$ cat config.mk
export PLATFORM = sky130hd
export DESIGN_NAME = cvc_comparator_vref_control
export DESIGN_NICKNAME = d
export VERILOG_FILES = /design/src/rtl/cvc_pkg.sv /design/src/rtl/cvc_comparator_vref_control.sv
export SDC_FILE = /design/constraint.sdc
export NUM_CORES = 1
export LEC_CHECK = 0
export BUFFER_PORTS_ARGS = -buffer_cell sky130_fd_sc_hd__buf_2
export CORE_MARGIN = 2
export CORE_UTILIZATION = 34
export CTS_CLUSTER_DIAMETER = 200
export DETAILED_ROUTE_END_ITERATION = 12
export GPL_TIMING_DRIVEN = 0
export PLACE_DENSITY_LB_ADDON = 0.25
export SKIP_LAST_GASP = 1
export SYNTH_ARGS = -nofsm -noshare
export SYNTH_HDL_FRONTEND = slang
export SYNTH_SLANG_ARGS = --single-unit
$ cat constraint.sdc
create_clock -name pclk -period 2.3 [get_ports pclk]
set_input_delay 0.23 -clock pclk [delete_from_list [all_inputs] [get_ports pclk]]
set_output_delay 0.23 -clock pclk [all_outputs]
set_load 0.02 [all_outputs]
$ cat src/rtl/cvc_pkg.sv
// Constants, field layout and carrier types for the comparator and reference control block.
// Assumes an APB master with 32-bit data; all registers are 16 bits in the low half of a word.
`default_nettype none

package cvc_pkg;

	// ==========================================================
	// Register map (byte addresses)
	localparam int           CVC_NUM_CMP      = 3;
	localparam logic [7:0]   CVC_OFS_CTL_BASE = 8'h00;
	localparam logic [7:0]   CVC_OFS_CTL_STEP = 8'h04;
	localparam logic [7:0]   CVC_OFS_STAT     = 8'h0C;
	localparam logic [7:0]   CVC_OFS_VREF     = 8'h10;
	localparam logic [7:0]   CVC_OFS_IRQ_STAT = 8'h14;
	localparam logic [7:0]   CVC_OFS_IRQ_MASK = 8'h18;

	// ==========================================================
	// Field positions
	localparam int           CVC_CTL_EVT      = 9;
	localparam int           CVC_CTL_OUT      = 8;
	localparam int           CVC_CTL_REF      = 4;
	localparam int           CVC_CTL_CH_LO    = 0;
	localparam int           CVC_STAT_IDLE    = 15;
	localparam int           CVC_STAT_EVT_LO  = 8;
	localparam int           CVC_STAT_OUT_LO  = 0;
	localparam int           CVC_VREF_EN      = 7;
	localparam int           CVC_VREF_OE      = 6;
	localparam int           CVC_VREF_RR      = 5;
	localparam int           CVC_VREF_SS      = 4;
	localparam int           CVC_VREF_LVL_LO  = 0;

	// ==========================================================
	// Reset values
	localparam logic [15:0]  CVC_RST_WORD     = 16'h0000;
	localparam logic [2:0]   CVC_RST_BITS     = 3'h0;
	localparam logic [15:0]  CVC_HI_ZERO      = 16'h0000;

	// ==========================================================
	// Carrier types
	typedef enum logic [1:0] {
		CVC_CH_PIN_B   = 2'b00,
		CVC_CH_PIN_C   = 2'b01,
		CVC_CH_PIN_D   = 2'b10,
		CVC_CH_HALF_BG = 2'b11
	} cvc_chan_type;

	typedef struct packed {
		logic         noninv_input_select;
		cvc_chan_type inv_input_channel;
	} cvc_cmp_ctrl_type;

	typedef struct packed {
		logic         ref_power_on;
		logic         ref_pin_drive;
		logic         ref_range_select;
		logic         ref_source_select;
		logic [3:0]   ref_level;
	} cvc_ref_ctrl_type;

endpackage : cvc_pkg

`default_nettype wire

$ cat src/rtl/cvc_comparator_vref_control.sv
// Register bank and event logic for three analog comparators and the voltage reference.
// Assumes comparator results and the idle indication arrive synchronous to pclk.
//
// The implementer's own choices: the placing of the registers and the APB interface to the registers.
`default_nettype none

// Overview of operation
// - Reference select bit routes non-inverting input to reference, else pin A.
// - Channel field picks inverting input: 11 half bandgap, 10 D, 01 C, 00 B.
// - Unimplemented bits read zero and ignore writes.
// - Idle suppress bit blocks interrupts in idle; comparing continues.
// - Status bits 10..8 mirror event flags of comparators 3..1.
// - Status bits 2..0 mirror result bits of comparators 3..1.
// - Reference enable powers the reference circuit; resets to zero.
// - Pin drive bit connects the reference level to its output pin.
// - Range bit picks 0..0.625 in 1/24 steps or 0.25..0.719 in 1/32.
// - Source bit picks external reference pins or analog supply rails.
// - Four-bit level field selects one of sixteen reference levels.
// - Set event flag blocks further triggers and interrupts until cleared.
module cvc_comparator_vref_control #(
	parameter int NUM_CMP = 3
) (
	input  wire logic                                 pclk,
	input  wire logic                                 presetn,
	input  wire logic                                 psel,
	input  wire logic                                 penable,
	input  wire logic                                 pwrite,
	input  wire logic [7:0]                           paddr,
	input  wire logic [31:0]                          pwdata,
	output var  logic [31:0]                          prdata,
	output var  logic                                 pready,
	output var  logic                                 pslverr,
	input  wire logic [2:0]                           cmp_result,
	input  wire logic                                 idle_mode,
	output var  cvc_pkg::cvc_cmp_ctrl_type [2:0]      cmp_ctrl,
	output var  cvc_pkg::cvc_ref_ctrl_type            ref_ctrl,
	output var  logic [2:0]                           cmp_trigger,
	output var  logic                                 irq
);
	import cvc_pkg::*;

	// ==========================================================
	// Elaboration check
	// Status layout holds exactly three comparators
	if (NUM_CMP != CVC_NUM_CMP) begin : g_bad_num
		$error("NUM_CMP must be 3");
	end

	// ==========================================================
	// State
	logic [2:0]  evt_flag;
	logic [2:0]  res;
	logic        idle_sup;
	logic [2:0]  irq_stat;
	logic [2:0]  irq_mask;
	logic [2:0]  trig;
	logic [2:0]  wr_ctl;
	logic        wr;
	logic        wr_stat;
	logic        wr_vref;
	logic        wr_istat;
	logic        wr_imask;
	logic        setup;
	logic        hit;
	logic [15:0] rd_word;

	// ==========================================================
	// APB decode
	assign setup    = psel & ~penable;
	assign wr       = psel & penable & pready & pwrite;
	assign wr_stat  = wr & (paddr == CVC_OFS_STAT);
	assign wr_vref  = wr & (paddr == CVC_OFS_VREF);
	assign wr_istat = wr & (paddr == CVC_OFS_IRQ_STAT);
	assign wr_imask = wr & (paddr == CVC_OFS_IRQ_MASK);

	function automatic logic [15:0] ctl_word(input int i);
		ctl_word = CVC_RST_WORD;
		ctl_word[CVC_CTL_EVT] = evt_flag[i];
		ctl_word[CVC_CTL_OUT] = res[i];
		ctl_word[CVC_CTL_REF] = cmp_ctrl[i].noninv_input_select;
		ctl_word[CVC_CTL_CH_LO +: 2] = cmp_ctrl[i].inv_input_channel;
	endfunction : ctl_word

	always_comb begin
		rd_word = CVC_RST_WORD;
		hit     = 1'b1;
		case (paddr)
			CVC_OFS_CTL_BASE:                           rd_word = ctl_word(0);
			CVC_OFS_CTL_BASE + CVC_OFS_CTL_STEP:        rd_word = ctl_word(1);
			CVC_OFS_CTL_BASE + 8'(2 * CVC_OFS_CTL_STEP): rd_word = ctl_word(2);
			CVC_OFS_STAT: begin
				rd_word[CVC_STAT_IDLE] = idle_sup;
				rd_word[CVC_STAT_EVT_LO +: 3] = evt_flag;
				rd_word[CVC_STAT_OUT_LO +: 3] = res;
			end
			CVC_OFS_VREF:     rd_word = {8'h00, ref_ctrl};
			CVC_OFS_IRQ_STAT: rd_word = {13'h0000, irq_stat};
			CVC_OFS_IRQ_MASK: rd_word = {13'h0000, irq_mask};
			default: begin
				hit = 1'b0;
			end
		endcase
	end

	// No wait state: data captured in setup, answered in first access cycle
	always_ff @(posedge pclk or negedge presetn) begin
		if (!presetn) begin
			pready  <= 1'b0;
			pslverr <= 1'b0;
			prdata  <= 32'h0000_0000;
		end else begin
			pready  <= setup;
			pslverr <= setup & ~hit;
			prdata  <= setup ? {CVC_HI_ZERO, rd_word} : 32'h0000_0000;
		end
	end

	// ==========================================================
	// Per comparator control and event
	for (genvar i = 0; i < 3; i++) begin : g_cmp
		assign wr_ctl[i] = wr & (paddr == CVC_OFS_CTL_BASE + 8'(i * CVC_OFS_CTL_STEP));
		// Only a clear flag lets a transition through
		assign trig[i] = (cmp_result[i] ^ res[i]) & ~evt_flag[i];

		always_ff @(posedge pclk or negedge presetn) begin
			if (!presetn) begin
				cmp_ctrl[i] <= '{1'b0, CVC_CH_PIN_B};
			end else if (wr_ctl[i]) begin
				cmp_ctrl[i].noninv_input_select <= pwdata[CVC_CTL_REF];
				cmp_ctrl[i].inv_input_channel <= cvc_chan_type'(pwdata[CVC_CTL_CH_LO +: 2]);
			end
		end

		always_ff @(posedge pclk or negedge presetn) begin
			if (!presetn) begin
				evt_flag[i]    <= 1'b0;
				res[i]         <= 1'b0;
				cmp_trigger[i] <= 1'b0;
			end else begin
				res[i]         <= cmp_result[i];
				cmp_trigger[i] <= trig[i];
				if (trig[i]) begin
					evt_flag[i] <= 1'b1;
				end else if (wr_ctl[i]) begin
					evt_flag[i] <= pwdata[CVC_CTL_EVT];
				end
			end
		end

		always_ff @(posedge pclk or negedge presetn) begin
			if (!presetn) begin
				irq_stat[i] <= 1'b0;
			end else begin
				// No interrupt while idle and suppressed
				if (trig[i] & ~(idle_mode & idle_sup)) begin
					irq_stat[i] <= 1'b1;
				end else if (wr_istat & pwdata[i]) begin
					irq_stat[i] <= 1'b0;
				end
			end
		end
	end

	// ==========================================================
	// Status, mask and interrupt line
	always_ff @(posedge pclk or negedge presetn) begin
		if (!presetn) begin
			idle_sup <= 1'b0;
			irq_mask <= CVC_RST_BITS;
			irq      <= 1'b0;
		end else begin
			if (wr_stat) begin
				idle_sup <= pwdata[CVC_STAT_IDLE];
			end
			if (wr_imask) begin
				irq_mask <= pwdata[2:0];
			end
			// Registered, so the line trails the status bit by one cycle
			irq <= |(irq_stat & irq_mask);
		end
	end

	// ==========================================================
	// Reference control
	always_ff @(posedge pclk or negedge presetn) begin
		if (!presetn) begin
			ref_ctrl <= '0;
		end else if (wr_vref) begin
			ref_ctrl.ref_power_on      <= pwdata[CVC_VREF_EN];
			ref_ctrl.ref_pin_drive     <= pwdata[CVC_VREF_OE];
			ref_ctrl.ref_range_select  <= pwdata[CVC_VREF_RR];
			ref_ctrl.ref_source_select <= pwdata[CVC_VREF_SS];
			ref_ctrl.ref_level         <= pwdata[CVC_VREF_LVL_LO +: 4];
		end
	end
endmodule : cvc_comparator_vref_control

`default_nettype wire

==> metrics.cfg, run 1 <==
[drt]
via_per_inst=4.53
finalWirelength_um=5240
dr.pass1.iters=4
drc=0
vias=1705
antenna_left=0
wl_per_cell_um=13.9
drt_first_iter_violations=75

[clock_network]
clk_pin_slew_ps=80
cts_setup_buffers=0
cts_tree=yes
htreeDepth=2
clock_sinks=48
numCtsBuffers=5
cts_hold_buf=0
cts_resized=0
clk_latency_ps=300
clockBufferDepth=2
cts_root_buf=clkbuf_8

[floorplan]
rows=30
fp.dieArea_um2=7730
die_w_um=87.9
start_util_pct=35.2
boundaryPins=104
core_um2=6790
die_h_um=87.9

[yosys]
postSynth.asyncResetShare_pct=100
syn_area_per_cell_um2=12.4
synthAdderAreaFrac_pct=0
synth-edff-count=0
synth_cell_type_count=46
synth_area_leaders=dfrtp_1 (50%), mux2_2 (11%), buf_4 (6.3%), mux2i_1 (3.8%), nor4_4 (3.6%)
synth_xor_area_share_pct=1.10
synth_top_cell_by_area=dfrtp_1
synth_common_cells=dfrtp_1 (48), mux2_2 (24), buf_4 (20)
postSynthCellCount=193
synthMuxAreaShare_pct=16.0
netlist.area_leader.share_pct=50.2
synth_simple_gate_area_share_pct=18.4
syn_area_um2=2390
ys_warn_count=0
synth_compound_gate_area_share_pct=5.59
synthFlopType=dfrtp_1
ys_seq_area_share_pct=50.2
synth_most_common_cell=dfrtp_1
ys_seq_elements=48
synth_top_family_by_area=simple AND/OR/NAND/NOR gates

[placed_design]
hpwlAfterDp_um=3970
placed_area_um2=2890
port-buffer-count=60
routabilityCongestion=0.776
placed_cells=368

[sta]
post-route-period-util_pct=79.9
setup_tns_ps=0
fin_crit_ps=1840
tightestPinTransition_ps=1050
drv_slew=0
setup_viol=0
max_freq_ghz=0.544
hold_viol_final=0
rsz0062_at_grt=false
clock_skew_ps=7.43
relSlewSlack_pct=30.1
whs_ps=58.4

[run]
cap_violations=0

[worst_setup_path]
required_ps=2480
worst-setup-path-type=reg2reg
rr_worst_depth=3
crit_fanout=8
end_kind=register
worstSetupStartpointType=register
arrival_ps=2020

[pwr]
p_per_area_nw_per_um2=522
vdd_drop_max_uv=299
power_leakage_nw=1.57

[final_layout]
area_growth_pct=24.5
antenna_cells=0
drive_gt1_share_pct=45.0
final_cells=376
final_area_um2=2980
nNetsFinal=328

[global_routing]
grt.overflow.total=0
grt.total_usage_pct=14.6
grt_pass1_vias=1693
grt_pass1_wl_um=8510
antenna_found_initial=0
grt_max_degree=49

[min_path]
hold_class=in2reg
min_path_cells=1

[status]
status=finished clean

worst max-delay path, cell delays in order, from the launching register on:
cell	delay, ps
dfrtp_1	360
nand4_2	330
nor4_4	630
mux2_2	400
cell families after synthesis:
family / Yosys count
AO/OA/AOI/OAI: 18
multiplexers: 34
other: 1
AND/OR/NAND/NOR: 57
flip-flops: 48
XOR/XNOR: 3
buffers and inverters: 32
power by group:
group	internal [W]	switching (W)	total, W
registers	0.000850	0.00000555	0.000855
clock network	0.000244	0.000272	0.000517
logic	0.0000698	0.000113	0.000183
total	0.00116	0.000391	0.00156
layout make-up:
class / count / area, um2
clock inverters: 1 / 7.51
fillers: 664 / 3810
plain buffers: 27 / 188
flip-flops and latches: 48 / 1200
inverters: 5 / 18.8
repair buffers: 60 / 300
well taps: 96 / 120
multi-input cells: 132 / 1060
clock buffers: 7 / 86.3
routing by layer:
| layer | share of wire [%] | global-route usage (%) |
|---|---|---|
| met1 | 45 | 19.6 |
| met4 | 0.74 | 3.36 |
| met2 | 47 | 22.7 |
| met5 | 0 | 0 |
| met3 | 7.1 | 5.37 |
sequential cells by signal, summed over array words and instances, names as in the netlist:
| signal | count |
|---|---|
| irq_stat | 3 |
| res | 3 |
| cmp_trigger | 3 |
| pready | 1 |
| irq | 1 |
| idle_sup | 1 |
| ref_ctrl | 8 |
| prdata | 12 |
| irq_mask | 3 |
| pslverr | 1 |
| cmp_ctrl | 9 |
| evt_flag | 3 |
per-stage QoR:
stage,util [%],power [W],setup WS (ps)
final,43.9,0.00156,463
after global routing,43.9,0.00163,361
after CTS,43.9,0.00157,450
after detailed placement,42.5,0.00105,233
after global placement,42.5,0.00105,244
after floorplan,-,0.000989,554
path summary, 6_finish.rpt:
path	to	slack, ps	from
min in group asynchronous	idle_sup	110	presetn
min reg2reg	prdata[5]	510	ref_ctrl[5]
max	ref_ctrl[4]	460	pready
max reg2reg	ref_ctrl[4]	460	pready
min	res[1]	60	cmp_result[1]
max in group asynchronous	cmp_ctrl[2]	1530	presetn
cells in the final DEF, fill, tap and decap left out, drive strengths merged, types with 5 or more instances in the layout:
master,synthesis,routed
a21oi,5,5
mux2i,9,9
nor2,5,5
and2,11,11
dfrtp,48,48
conb,1,20
nor4,7,7
clkbuf,1,8
inv,5,5
mux2,24,24
buf,26,86
(Power assumes the default switching activity.)
==> run 2: changes to the inputs <==
- clock period: 2.3 -> 1.5 ns (I/O delays scaled with it)
==> run 2 against run 1 <==
  * The run now ends with negative setup slack left
  * Setup slack got worse by 470 ps
  * Sequential cell count unchanged
  * Combinational power grew 64%
  * Non-clock buffer count up 14
  * Via count rose by 4.6%
  * Global-route usage rose by 0.29 points
  * Final cell count up 3.7%
  * Clock-buffer cell count fell by 2
  * Power up 64%
==> metrics.cfg, run 2 (synthesis results as in run 1) <==
[status]
status=finished with violations
violations=negative setup slack

[worst_setup_path]
required_ps=1690  ; -790 ps
end_kind=register
crit_fanout=4  ; -4
worstSetupStartpointType=register
worst-setup-path-type=reg2reg
arrival_ps=1690  ; -330 ps

[pwr]
fin_total_pwr_w=0.00254  ; +64%
switching_share_pct=24.6  ; -0.55 points
pwr-share-comb_pct=11.8  ; about the same
vdd_drop_max_uv=341  ; +14%
switchingPower_w=0.000626  ; +60%
p_seq_share_pct=51.5  ; -3.5 points
intPower_w=0.00192  ; +65%
power_leakage_nw=1.68  ; +7.0%
p_per_area_nw_per_um2=788  ; +51%
clockPowerShare_pct=36.6  ; +3.4 points

[clock_network]
cts_root_buf=clkbuf_8
clock_sinks=48  ; unchanged
htreeDepth=2  ; unchanged
clk_latency_ps=300  ; about the same
numCtsBuffers=5  ; unchanged
clockBufferDepth=2  ; unchanged
cts_tree=yes
clk_pin_slew_ps=90  ; about the same

[final_layout]
largest_reg_flops=12  ; unchanged
antenna_cells=0  ; unchanged
regMostFlops=prdata
final_cells=390  ; +3.7%
nNetsFinal=342  ; +4.3%
largest_registers=prdata (12), cmp_ctrl (9), ref_ctrl (8)
fillCellCount=604  ; -9.0%
mostFrequentLayoutCells=buf_2 (61), dfrtp_1 (47), buf_4 (29)
final_common_cell=buf_2
drive_gt1_share_pct=48.0  ; +3.0 points
area_growth_pct=34.8

[floorplan]
start_util_pct=35.2  ; unchanged
fp.dieArea_um2=7730  ; unchanged
boundaryPins=104  ; unchanged
die_w_um=87.9  ; unchanged
die_h_um=87.9  ; unchanged
core_um2=6790  ; unchanged
rows=30  ; unchanged

[run]
cap_violations=0  ; unchanged

[sta]
tightestPinTransition_ps=1050  ; +1.90 ps
drv_slew=0  ; unchanged
setup_ws_ps=-2.04  ; -465 ps
post-route-period-util_pct=100  ; +20 points
setup_viol=1  ; +1
fin_crit_ps=1500  ; -335 ps
max_freq_ghz=0.666  ; +22%
clock_skew_ps=6.06  ; -1.37 ps
hold_viol_final=0  ; unchanged
relSlewSlack_pct=30.0  ; -0.13 points
rsz0062_at_grt=true

[global_routing]
grt_pass1_wl_um=8550  ; +0.49%
grt_max_degree=49  ; unchanged
antenna_found_initial=0  ; unchanged
grt.total_usage_pct=14.9  ; +0.29 points
grt.overflow.total=0  ; unchanged
grt_pass1_vias=1623  ; -4.1%

[drt]
drt_first_iter_violations=93  ; +24%
antenna_left=0  ; unchanged
finalWirelength_um=5670  ; +8.2%
via_per_inst=4.57  ; +0.82%
wl_per_cell_um=14.5  ; +4.3%
drc=0  ; unchanged
vias=1783  ; +4.6%
dr.pass1.iters=4  ; unchanged

[placed_design]
hpwlAfterDp_um=4090  ; +3.1%
routabilityCongestion=0.804  ; +3.6%
placed_cells=368  ; unchanged
port-buffer-count=60  ; unchanged

[min_path]
hold_class=in2async

-- run 2: cell count changes in the layout (fill, tap and decap cells not counted), moves of 2 or more --
cell,before,now
buf_2,63,61
buf_4,20,29
buf_6,1,4
dlygate4sd3_1,0,3
mux2_2,24,7
mux2_4,0,17
or3b_2,2,0
or3b_4,0,2
-- run 2: path summary, 6_finish.rpt --
| kind | from | endpoint | slack, ps | cells past startpoint |
|---|---|---|---|---|
| hold / removal | presetn | cmp_ctrl[0] | 20 | 1 |
| setup reg to reg | pready | cmp_ctrl[5] | -2 | 5 |
| max in group asynchronous | presetn | pready | 750 | 1 |
| hold reg to reg | ref_ctrl[3] | prdata[3] | 520 | 1 |
| setup / recovery | pready | cmp_ctrl[5] | -2 | 5 |
| min in group pclk | pwdata[7] | ref_ctrl[7] | 70 | 2 |
-- run 2: final cells by class --
class                      count  area [um2]  share of cell area, %
clock buffer                   5        68.8                   2.13
buffer                        27         200                   6.20
clock inverter                 3        42.5                   1.32
multi-input combinational    132        1150                   35.5
sequential                    48        1200                   37.2
inverter                       5        18.8                  0.581
tap                           96         120                   3.72
timing repair buffer          74         429                   13.3
-- run 2: power by group through the flow --
stage	Clock (W)	Sequential [W]	Combinational, W
6_report	0.000932	0.00131	0.000301
5_1_grt	0.00101	0.00131	0.000330
4_1_cts	0.000956	0.00131	0.000300
3_5_place_dp	0	0.00134	0.000290
3_3_place_gp	0	0.00134	0.000289
2_1_floorplan	0	0.00134	0.000182
-- run 2: what timing repair did --
item | 4_1_cts | 5_1_grt
hold endpoints to repair | 3 | 0
resized for setup | 4 | 6
setup buffers | 9 | 2
setup endpoints to repair | 25 | 32
hold buffers | 3 | 0
pin swaps | 5 | 3
-- run 2: metal layers --
layer  up-vias  part of all wire [%]  track usage [%]
li1        851                     -                -
met1       863                    43             19.3
met2        60                    49             24.3
met3         9                   5.8             3.02
met4         0                   1.4             6.29
met5         -                     0                0
-- run 2: worst max-delay path, stage by stage (launching register included) --
cell	delay, ps
dfrtp_2	390
nand4_4	120
buf_12	180
nor4_4	220
buf_4	190
mux2_4	290
-- run 2: stage by stage --
step / utilization [%] / hold slack, ps / setup TNS (ps) / worst slack, ps / area [um2]
6_report: 47.5 / 22.9 / -2.04 / -2.04 / 3230
5_1_grt: 47.5 / 64.1 / -1200 / -161 / 3230
2_1_floorplan: - / -146 / -1240 / -126 / 2530
4_1_cts: 46.9 / 62.0 / -347 / -55.9 / 3190
3_3_place_gp: 43.5 / 283 / -9920 / -505 / 2950
3_5_place_dp: 43.5 / 287 / -10240 / -471 / 2950
